### config.mk
export PLATFORM = sky130hd
export DESIGN_NAME = ptd_regs
export DESIGN_NICKNAME = d
export VERILOG_FILES = /design/src/common/ptd_pkg.sv /design/src/hdl/ptd_regs.sv
export SDC_FILE = /design/constraint.sdc
export NUM_CORES = 1
export LEC_CHECK = 0
export ABC_AREA = 1
export CORE_MARGIN = 2
export CORE_UTILIZATION = 29
export DETAILED_ROUTE_END_ITERATION = 8
export DONT_BUFFER_PORTS = 1
export PLACE_DENSITY_LB_ADDON = 0.12
export SLEW_MARGIN = 20
export SYNTH_ARGS = -nofsm -noshare
export SYNTH_HDL_FRONTEND = slang
export SYNTH_SLANG_ARGS = --single-unit
### constraint.sdc
create_clock -name core_clk -period 2.1 [get_ports core_clk]
set_input_delay 0.42 -clock core_clk [delete_from_list [all_inputs] [get_ports core_clk]]
set_output_delay 0.42 -clock core_clk [all_outputs]
set_load 0.02 [all_outputs]
### src/common/ptd_pkg.sv
/*
  Shared constants and carriers for the PHY test and diagnostic register
  slice. Assumes a single 100 MHz core clock and a plain register port.
*/
package ptd_pkg;

  // ----------------------------------------------------------------
  // Register addresses (word index on the management port)
  // ----------------------------------------------------------------
  localparam logic [4:0] ADDR_RXCTL   = 5'h1a; // ten_meg_rx_control_status
  localparam logic [4:0] ADDR_BIST1   = 5'h1b; // self_test_errors_and_gap
  localparam logic [4:0] ADDR_BIST2   = 5'h1c; // self_test_packet_length
  localparam logic [4:0] ADDR_CABLE   = 5'h1e; // cable_check_control
  localparam logic [4:0] ADDR_RSTCTL  = 5'h1f; // transceiver_reset_control
  localparam logic [4:0] ADDR_IRQ_ST  = 5'h14; // interrupt status
  localparam logic [4:0] ADDR_IRQ_MSK = 5'h15; // interrupt mask
  localparam logic [4:0] ADDR_MODE    = 5'h16; // error-counter mode

  // ----------------------------------------------------------------
  // Field positions
  // ----------------------------------------------------------------
  localparam int RX_LOWTH_BIT   = 13;
  localparam int RX_SQ_LSB      = 9;
  localparam int RX_LINKP_BIT   = 7;
  localparam int RX_POL_BIT     = 4;
  localparam int RX_JAB_BIT     = 0;
  localparam int B1_CNT_LSB     = 8;
  localparam int B1_LOCK_BIT    = 15;
  localparam int CAB_START_BIT  = 15;
  localparam int CAB_DONE_BIT   = 1;
  localparam int CAB_FAIL_BIT   = 0;
  localparam int RST_SOFT_BIT   = 15;
  localparam int RST_DIG_BIT    = 14;

  // ----------------------------------------------------------------
  // Reset values and limits
  // ----------------------------------------------------------------
  localparam logic [3:0]  RST_SQUELCH = 4'h0;
  localparam logic [7:0]  RST_GAP     = 8'h7d;
  localparam logic [10:0] RST_PKT_LEN = 11'h5ee;
  localparam logic [7:0]  ERR_SAT     = 8'hff;
  localparam logic [3:0]  SQ_MAX      = 4'h8;

  // Interrupt status bits
  localparam int IRQ_POL  = 0;
  localparam int IRQ_DONE = 1;
  localparam int IRQ_FAIL = 2;
  localparam int IRQ_W    = 3;

  // Restart pulse length in cycles
  localparam int RESTART_CYC = 4;

  // Receiver configuration carried to the analogue front end
  typedef struct packed {
    logic       low_thresh;   // Lower 10M threshold
    logic [3:0] squelch;      // Squelch code
    logic       link_pulse_off; // Stop link pulses
    logic       jabber_off;   // Jabber disabled (10M only)
  } ptd_rx_cfg_t;

  // Self-test configuration
  typedef struct packed {
    logic [7:0]  gap;         // Inter-packet gap, bytes
    logic [10:0] pkt_len;     // Packet length, bytes
    logic        wrap_mode;   // 1: counter wraps, 0: saturates
  } ptd_bist_cfg_t;

endpackage : ptd_pkg

### src/hdl/ptd_regs.sv
/*
  Register bank for the 10M receiver control, built-in self-test, cable
  diagnostic and transceiver reset control. Assumes all event inputs are
  synchronous to core_clk; software uses a one-cycle strobe port with read
  data returned the following cycle.
*/
`timescale 1ns/1ps

// Function
// - Bit 13 lowers 10M receive threshold
// - Bits 12:9 select squelch, reset 0000
// - Bit 7 stops link pulses
// - Bit 4 reports inverted polarity
// - Receiver reg read clears polarity, mirror
// - Bit 0 disables jabber in 10M
// - Bits 15:8 count self-test byte errors
// - Writing bit 15 captures, clears counter
// - Mode zero saturates counter at 0xFF
// - Bits 7:0 gap, default 0x7D
// - Bits 10:0 packet length, default 0x5EE
// - Bit 15 write launches cable measurement
// - Start bit clears when done rises
// - Bit 1 reads cable measurement done
// - Bit 0 reads cable measurement failed
// - Bit 15 full reset, self-clearing
// - Bit 14 digital restart, self-clearing
module ptd_regs (
  input  wire logic                  core_clk,
  input  wire logic                  sys_rst,
  input  wire logic [4:0]            reg_addr,
  input  wire logic [15:0]           reg_wdata,
  input  wire logic                  reg_wr,
  input  wire logic                  reg_rd,
  output logic      [15:0]           reg_rdata,
  input  wire logic                  pol_inverted,
  input  wire logic                  bist_err_byte,
  input  wire logic                  cable_done,
  input  wire logic                  cable_fail,
  output ptd_pkg::ptd_rx_cfg_t       rx_cfg,
  output ptd_pkg::ptd_bist_cfg_t     bist_cfg,
  output logic                       cable_start,
  output logic                       status_pol_mirror,
  output logic                       soft_reset,
  output logic                       dig_restart,
  output logic                       irq
);

  // ----------------------------------------------------------------
  // State
  // ----------------------------------------------------------------
  ptd_pkg::ptd_rx_cfg_t   rx_q;        // Receiver settings
  ptd_pkg::ptd_bist_cfg_t bist_q;      // Self-test settings
  logic                   pol_q;       // Sticky polarity flag
  logic [7:0]             err_cnt_q;   // Running error counter
  logic [7:0]             err_snap_q;  // Count shown to software
  logic                   start_q;     // Cable measurement running
  logic                   done_q;      // Measurement complete
  logic                   fail_q;      // Measurement failed
  logic                   soft_q;      // Soft reset pulse
  logic [2:0]             rst_cnt_q;   // Restart pulse counter
  logic                   dig_q;       // Digital restart pulse
  logic [ptd_pkg::IRQ_W-1:0] ist_q;    // Interrupt status
  logic [ptd_pkg::IRQ_W-1:0] imsk_q;   // Interrupt mask
  logic [15:0]            rdata_q;     // Read data register
  logic                   irq_q;       // Interrupt output register
  logic                   any_rst;     // Full reset, hard or soft

  // Decoded strobes
  logic wr_rx;
  logic wr_b1;
  logic wr_b2;
  logic wr_cab;
  logic wr_rst;
  logic rd_rx;
  logic rd_ist;

  assign wr_rx  = reg_wr && (reg_addr == ptd_pkg::ADDR_RXCTL);
  assign wr_b1  = reg_wr && (reg_addr == ptd_pkg::ADDR_BIST1);
  assign wr_b2  = reg_wr && (reg_addr == ptd_pkg::ADDR_BIST2);
  assign wr_cab = reg_wr && (reg_addr == ptd_pkg::ADDR_CABLE);
  assign wr_rst = reg_wr && (reg_addr == ptd_pkg::ADDR_RSTCTL);
  assign rd_rx  = reg_rd && (reg_addr == ptd_pkg::ADDR_RXCTL);
  assign rd_ist = reg_rd && (reg_addr == ptd_pkg::ADDR_IRQ_ST);

  // Soft reset acts like the hardware reset one cycle after the write
  assign any_rst = sys_rst || soft_q;

  // ----------------------------------------------------------------
  // Receiver control
  // ----------------------------------------------------------------
  // Reserved bits are simply not stored
  always_ff @(posedge core_clk) begin
    if (any_rst) begin
      rx_q.low_thresh     <= 1'b0;
      rx_q.squelch        <= ptd_pkg::RST_SQUELCH;
      rx_q.link_pulse_off <= 1'b0;
      rx_q.jabber_off     <= 1'b0;
    end else if (wr_rx) begin
      rx_q.low_thresh     <= reg_wdata[ptd_pkg::RX_LOWTH_BIT];
      rx_q.squelch        <= reg_wdata[ptd_pkg::RX_SQ_LSB +: 4];
      rx_q.link_pulse_off <= reg_wdata[ptd_pkg::RX_LINKP_BIT];
      rx_q.jabber_off     <= reg_wdata[ptd_pkg::RX_JAB_BIT];
    end
  end

  // Polarity flag: a new detection wins over the read that clears it
  always_ff @(posedge core_clk) begin
    if (any_rst) begin
      pol_q <= 1'b0;
    end else if (pol_inverted) begin
      pol_q <= 1'b1;
    end else if (rd_rx) begin
      pol_q <= 1'b0;
    end
  end

  // ----------------------------------------------------------------
  // Self-test configuration and error count
  // ----------------------------------------------------------------
  always_ff @(posedge core_clk) begin
    if (any_rst) begin
      bist_q.gap       <= ptd_pkg::RST_GAP;
      bist_q.pkt_len   <= ptd_pkg::RST_PKT_LEN;
      bist_q.wrap_mode <= 1'b0;
    end else begin
      if (wr_b1) begin
        bist_q.gap <= reg_wdata[7:0];
      end
      if (wr_b2) begin
        bist_q.pkt_len <= reg_wdata[10:0];
      end
      if (reg_wr && (reg_addr == ptd_pkg::ADDR_MODE)) begin
        bist_q.wrap_mode <= reg_wdata[0];
      end
    end
  end

  // Counter: capture-and-clear has priority; the error in the same
  // cycle is counted into the fresh count so it is not lost
  always_ff @(posedge core_clk) begin
    if (any_rst) begin
      err_cnt_q  <= 8'h00;
      err_snap_q <= 8'h00;
    end else if (wr_b1 && reg_wdata[ptd_pkg::B1_LOCK_BIT]) begin
      err_snap_q <= err_cnt_q;
      err_cnt_q  <= bist_err_byte ? 8'h01 : 8'h00;
    end else if (bist_err_byte) begin
      if (bist_q.wrap_mode || (err_cnt_q != ptd_pkg::ERR_SAT)) begin
        err_cnt_q <= err_cnt_q + 8'h01;
      end else begin
        err_cnt_q <= err_cnt_q;
      end
    end
  end

  // ----------------------------------------------------------------
  // Cable diagnostic
  // ----------------------------------------------------------------
  always_ff @(posedge core_clk) begin
    if (any_rst) begin
      start_q <= 1'b0;
      done_q  <= 1'b0;
      fail_q  <= 1'b0;
    end else if (start_q && cable_done) begin
      start_q <= 1'b0;
      done_q  <= 1'b1;
      fail_q  <= cable_fail;
    end else if (wr_cab && reg_wdata[ptd_pkg::CAB_START_BIT]) begin
      start_q <= 1'b1;
      done_q  <= 1'b0;
      fail_q  <= 1'b0;
    end
  end

  // ----------------------------------------------------------------
  // Reset control
  // ----------------------------------------------------------------
  // Soft reset is a one-cycle self-clearing pulse
  always_ff @(posedge core_clk) begin
    if (sys_rst) begin
      soft_q <= 1'b0;
    end else begin
      soft_q <= wr_rst && reg_wdata[ptd_pkg::RST_SOFT_BIT];
    end
  end

  // Digital restart: a short pulse outward, registers kept
  always_ff @(posedge core_clk) begin
    if (any_rst) begin
      rst_cnt_q <= 3'd0;
      dig_q     <= 1'b0;
    end else if (wr_rst && reg_wdata[ptd_pkg::RST_DIG_BIT]) begin
      rst_cnt_q <= 3'(ptd_pkg::RESTART_CYC - 1);
      dig_q     <= 1'b1;
    end else if (rst_cnt_q != 3'd0) begin
      rst_cnt_q <= rst_cnt_q - 3'd1;
    end else begin
      dig_q <= 1'b0;
    end
  end

  // ----------------------------------------------------------------
  // Interrupts
  // ----------------------------------------------------------------
  logic [ptd_pkg::IRQ_W-1:0] ev;
  assign ev = {start_q && cable_done && cable_fail,
               start_q && cable_done,
               pol_inverted};

  // Sticky status, cleared by a read; new event wins
  always_ff @(posedge core_clk) begin
    if (any_rst) begin
      ist_q <= '0;
    end else begin
      ist_q <= (rd_ist ? '0 : ist_q) | ev;
    end
  end

  always_ff @(posedge core_clk) begin
    if (any_rst) begin
      imsk_q <= '0;
    end else if (reg_wr && (reg_addr == ptd_pkg::ADDR_IRQ_MSK)) begin
      imsk_q <= reg_wdata[ptd_pkg::IRQ_W-1:0];
    end
  end

  // A set mask bit blocks its status bit from the interrupt line
  always_ff @(posedge core_clk) begin
    if (any_rst) begin
      irq_q <= 1'b0;
    end else begin
      irq_q <= |(((rd_ist ? '0 : ist_q) | ev) & ~imsk_q);
    end
  end

  // ----------------------------------------------------------------
  // Read path
  // ----------------------------------------------------------------
  // Unmapped addresses and reserved bits return zero
  always_ff @(posedge core_clk) begin
    if (any_rst) begin
      rdata_q <= 16'h0000;
    end else if (reg_rd) begin
      unique case (reg_addr)
        ptd_pkg::ADDR_RXCTL:   rdata_q <= {2'b00, rx_q.low_thresh,
                                  rx_q.squelch, 1'b0, rx_q.link_pulse_off,
                                  2'b00, pol_q, 3'b000,
                                  rx_q.jabber_off};
        ptd_pkg::ADDR_BIST1:   rdata_q <= {err_snap_q, bist_q.gap};
        ptd_pkg::ADDR_BIST2:   rdata_q <= {5'h00, bist_q.pkt_len};
        ptd_pkg::ADDR_CABLE:   rdata_q <= {start_q, 13'h0000,
                                  done_q, fail_q};
        ptd_pkg::ADDR_RSTCTL:  rdata_q <= 16'h0000; // Self-clearing bits
        ptd_pkg::ADDR_IRQ_ST:  rdata_q <= {13'h0000, ist_q};
        ptd_pkg::ADDR_IRQ_MSK: rdata_q <= {13'h0000, imsk_q};
        ptd_pkg::ADDR_MODE:    rdata_q <= {15'h0000, bist_q.wrap_mode};
        default:               rdata_q <= 16'h0000;
      endcase
    end else begin
      rdata_q <= 16'h0000;
    end
  end

  // ----------------------------------------------------------------
  // Outputs
  // ----------------------------------------------------------------
  assign reg_rdata         = rdata_q;
  assign rx_cfg            = rx_q;
  assign bist_cfg          = bist_q;
  assign cable_start       = start_q;
  assign status_pol_mirror = pol_q;
  assign soft_reset        = soft_q;
  assign dig_restart       = dig_q;
  assign irq               = irq_q;

  // ----------------------------------------------------------------
  // Checks
  // ----------------------------------------------------------------
  AST_POL_CLR: assert property (@(posedge core_clk) disable iff (sys_rst)
    rd_rx && !pol_inverted && !soft_q |=> !pol_q)
    else $error("polarity flag not cleared by read");

  AST_POL_SET: assert property (@(posedge core_clk) disable iff (sys_rst)
    pol_inverted && !soft_q |=> pol_q && status_pol_mirror)
    else $error("polarity flag not set");

  AST_SAT: assert property (@(posedge core_clk) disable iff (sys_rst)
    !bist_q.wrap_mode && err_cnt_q == 8'hff && !wr_b1 && !soft_q
    |=> err_cnt_q == 8'hff)
    else $error("error counter left saturation");

  AST_CNT: assert property (@(posedge core_clk) disable iff (sys_rst)
    bist_err_byte && !wr_b1 && !soft_q && err_cnt_q != 8'hff
    |=> err_cnt_q == $past(err_cnt_q) + 8'h01)
    else $error("error counter missed a byte");

  AST_LOCK: assert property (@(posedge core_clk) disable iff (sys_rst)
    wr_b1 && reg_wdata[15] && !soft_q
    |=> err_snap_q == $past(err_cnt_q) && err_cnt_q <= 8'h01)
    else $error("capture and clear failed");

  AST_DONE: assert property (@(posedge core_clk) disable iff (sys_rst)
    start_q && cable_done && !soft_q |=> !cable_start && done_q)
    else $error("start not cleared on done");

  AST_START: assert property (@(posedge core_clk) disable iff (sys_rst)
    wr_cab && reg_wdata[15] && !start_q && !soft_q
    |=> cable_start && !done_q)
    else $error("cable measurement not launched");

  AST_SOFT: assert property (@(posedge core_clk) disable iff (sys_rst)
    wr_rst && reg_wdata[15] |=> soft_reset ##1
    (!soft_reset && bist_cfg.gap == 8'h7d
     && bist_cfg.pkt_len == 11'h5ee))
    else $error("soft reset did not restore defaults");

  AST_DIG: assert property (@(posedge core_clk) disable iff (sys_rst)
    wr_rst && reg_wdata[14] && !reg_wdata[15] && !soft_q
    |=> dig_restart [*4] ##1 !dig_restart)
    else $error("digital restart pulse wrong length");

endmodule : ptd_regs

==> impl_results.md <==
* Syn_area_per_cell at 7.355 µm²
* Setup Total Neg Slack at 0 ps
* WP buf/inv at 0
* Number of buffers created by CTS at 9
* Most frequent CP cell: nand2_1
* Full die area at 0.01171 mm²
* Slew Limit Fails at 0
* Vias in the first global route at 2,593
* Pre-antenna DRT Iters at 4
* Family with the most delay on the worst path: simple AND/OR/NAND/NOR gates
* Post-synthesis sequential area ratio at 47.69%
* Mapped Nets at 460
* Fin crit period at 1630 ps
* First-pass GRT wire length at 14.07 mm
* Global route total overflow at 0
* Fillers at 1,182
* Worst endpoint required time at 2350 ps
* CTS Sinks at 75
* CP Launch Type: flip-flop
* Post-DR vias/cell at 4.636
* Detailed-route DRC error count at 0
* CP arrival at 1880 ps
* Power consumption at 2.850 mW
* CP max stage cell: dfxtp_1
* Unrepaired setup endpoints after global routing: false
* Top cells by count, synth: nand2_1 (97), dfxtp_1 (75), nor2_1 (67)
* CTS Hold Buffers Added at 0
* Area contributors post-synth: dfxtp_1 (48%), nand2_1 (12%), nor2_1 (8.0%), nand3_1 (7.2%), inv_1 (3.9%)
* Iter 0 DRT Violations at 137
* Worst reg2reg path depth at 8
* Avg WL per Cell at 15.69 µm
* Final Hold Viols at 0
* Post-CTS Setup Bufs at 0
* Post-Synthesis Cell Area at 0.003148 mm²
* Largest net degree at the start of global routing at 44
* Post-synth top area share at 47.69%
* WHS at 132.2 ps
* Yosys reg bits at 75
* CORE AREA at 0.01070 mm²
* Multi-input gate area in the final layout at 0.001430 mm²
* Syn. warnings at 0
* Power Density at 817.0 mW/mm²
* Hold path depth at 1
* # setup viols final at 0
* CP Cell Sequence: ha_1, nand3_1, nor2_2, nand2_1, nand2_2, nand2_1, a21oi_1, nor2_1
* Asr flop ratio synth at 0%
* Post-route clock period utilization at 77.62%
* # diodes at 0
* Setup CP Type: reg2reg
* Worst Tran Pin Value at 478.0 ps
* Fmax at 613.5 MHz
* Routed WL at 9.083 mm
* Crit. path cell count at 8
* Synthesis-to-finish area growth at 10.81%
* I/O pin count at 77
* Die span in y at 108.2 µm
* Cell area after layout at 0.003488 mm²
* CTS tree: done
* PortBufs at 0
* Register area at 0.001501 mm²
* # H-tree levels at 3
* Root Driver: clkbuf_8
* Worst min path class: in2reg
* Antenna violations before repair at 0
* Critical path's largest stage delay at 440 ps
* Worst slew margin at 68.02%
* Routability cong. at 0.8375
* Total number of vias at 2,684
* Die W at 108.2 µm
* Area leader, netlist: dfxtp_1
* Status: finished clean
* Post-DP HPWL at 6.571 mm
* Clk_skew at 10.75 ps
* Mapped Cells at 428
* Max cap viols at 0
* Post-synth EDFFs at 0
* Most frequent cell after synthesis: nand2_1
* ANT nets after route at 0
* Placed Instance Area at 0.003298 mm²
* Main synth FF type: dfxtp_1
* Overall global routing resource usage at 16.12%
* PostCTS Resize Cnt at 0
* Initial Util at 29.43%
* Post-synth cell types at 28
* Worst setup EP type: flip-flop
* Crit-path max FO at 8
* Latest clock arrival within the worst-skew pair at 360 ps
* Nets@finish at 466
* Max IR drop VDD at 0.2387 mV
* Clock Tree Buf Depth at 2
* Pleak at 1.472 nW
* Share of layout cells above drive strength 1 at 11.39%
* Rows at 38
* Reg clk slew, reported paths at 80 ps
[state kept, by name (all words and copies together), names as in the netlist]
name,flops
cable_start,1
rst_cnt_q,3
done_q,1
rx_cfg,7
bist_cfg,20
fail_q,1
err_snap_q,8
soft_reset,1
err_cnt_q,8
imsk_q,3
reg_rdata,16
ist_q,3
irq,1
dig_restart,1
status_pol_mirror,1
[through the flow]
stage          utilization, %  cells  setup WS [ps]
2_1_floorplan               -    428          726.6
3_3_place_gp            30.83    563          441.7
3_5_place_dp            30.83    563          405.6
4_1_cts                 32.61    579          472.5
5_1_grt                 32.61    579          230.5
6_report                32.61    579          469.9
[layer usage]
metal	part of all wire, %	GRT usage [%]	vias up
met5	0	0	-
met4	1.4	5.769	0
met3	5.4	4.943	9
met2	45	24.71	59
met1	48	21.43	1222
li1	-	-	1394
[logic make-up after synthesis]
group                    count (synthesis)  synth area share, %
flip-flops                              75                47.69
AO/OA/AOI/OAI                           65                11.45
XOR/XNOR                                 1               0.2783
AND/OR/NAND/NOR                        233                32.51
adder cells (fa/ha/maj)                  3                1.192
buffers and inverters                   51                6.876
[placed cells by master (no fill, tap or decap), types with 3 or more instances in the layout]
cell / netlist / routed
dfxtp_1: 75 / 75
ha_1: 3 / 3
nand2_1: 97 / 97
nand3_1: 45 / 45
o21ai_1: 7 / 7
o21ai_0: 22 / 22
nor2_1: 67 / 67
a21oi_1: 24 / 24
nor2_4: 4 / 4
nand2_2: 5 / 5
nor2_2: 6 / 6
inv_2: 8 / 8
clkbuf_8: 0 / 12
a22oi_1: 8 / 8
buf_4: 2 / 5
inv_1: 33 / 33
[power breakdown]
group | switching, mW | total [mW] | internal [mW]
Clock | 0.557 | 1.08 | 0.527
Sequential | 0.0465 | 1.51 | 1.47
Combinational | 0.165 | 0.253 | 0.0876
Total | 0.769 | 2.85 | 2.08
[cell type report]
class | count | area share, %
Clock buffer | 13 | 4.842
Clock inverter | 3 | 0.6098
Inverter | 41 | 4.412
Multi-Input combinational cell | 302 | 41.00
Sequential cell | 75 | 43.04
Tap cell | 140 | 5.022
Timing Repair Buffer | 5 | 1.076
[worst paths after layout]
check / slack, ps / end / start
worst max-delay path: 470 / err_cnt_q[3] / err_cnt_q[0]
worst min-delay path: 130 / soft_reset / sys_rst
worst max register to register: 470 / err_cnt_q[3] / err_cnt_q[0]
worst min register to register: 480 / done_q / done_q
[worst register-to-register path, cell delays in order (launching register included)]
cell and delay [ps]:
dfxtp_1 440, ha_1 230, nand3_1 130, nor2_2 170, nand2_1 110, nand2_2 150, nand2_1 120, a21oi_1 140
nor2_1 50
Power figures use the tool's default switching activity.
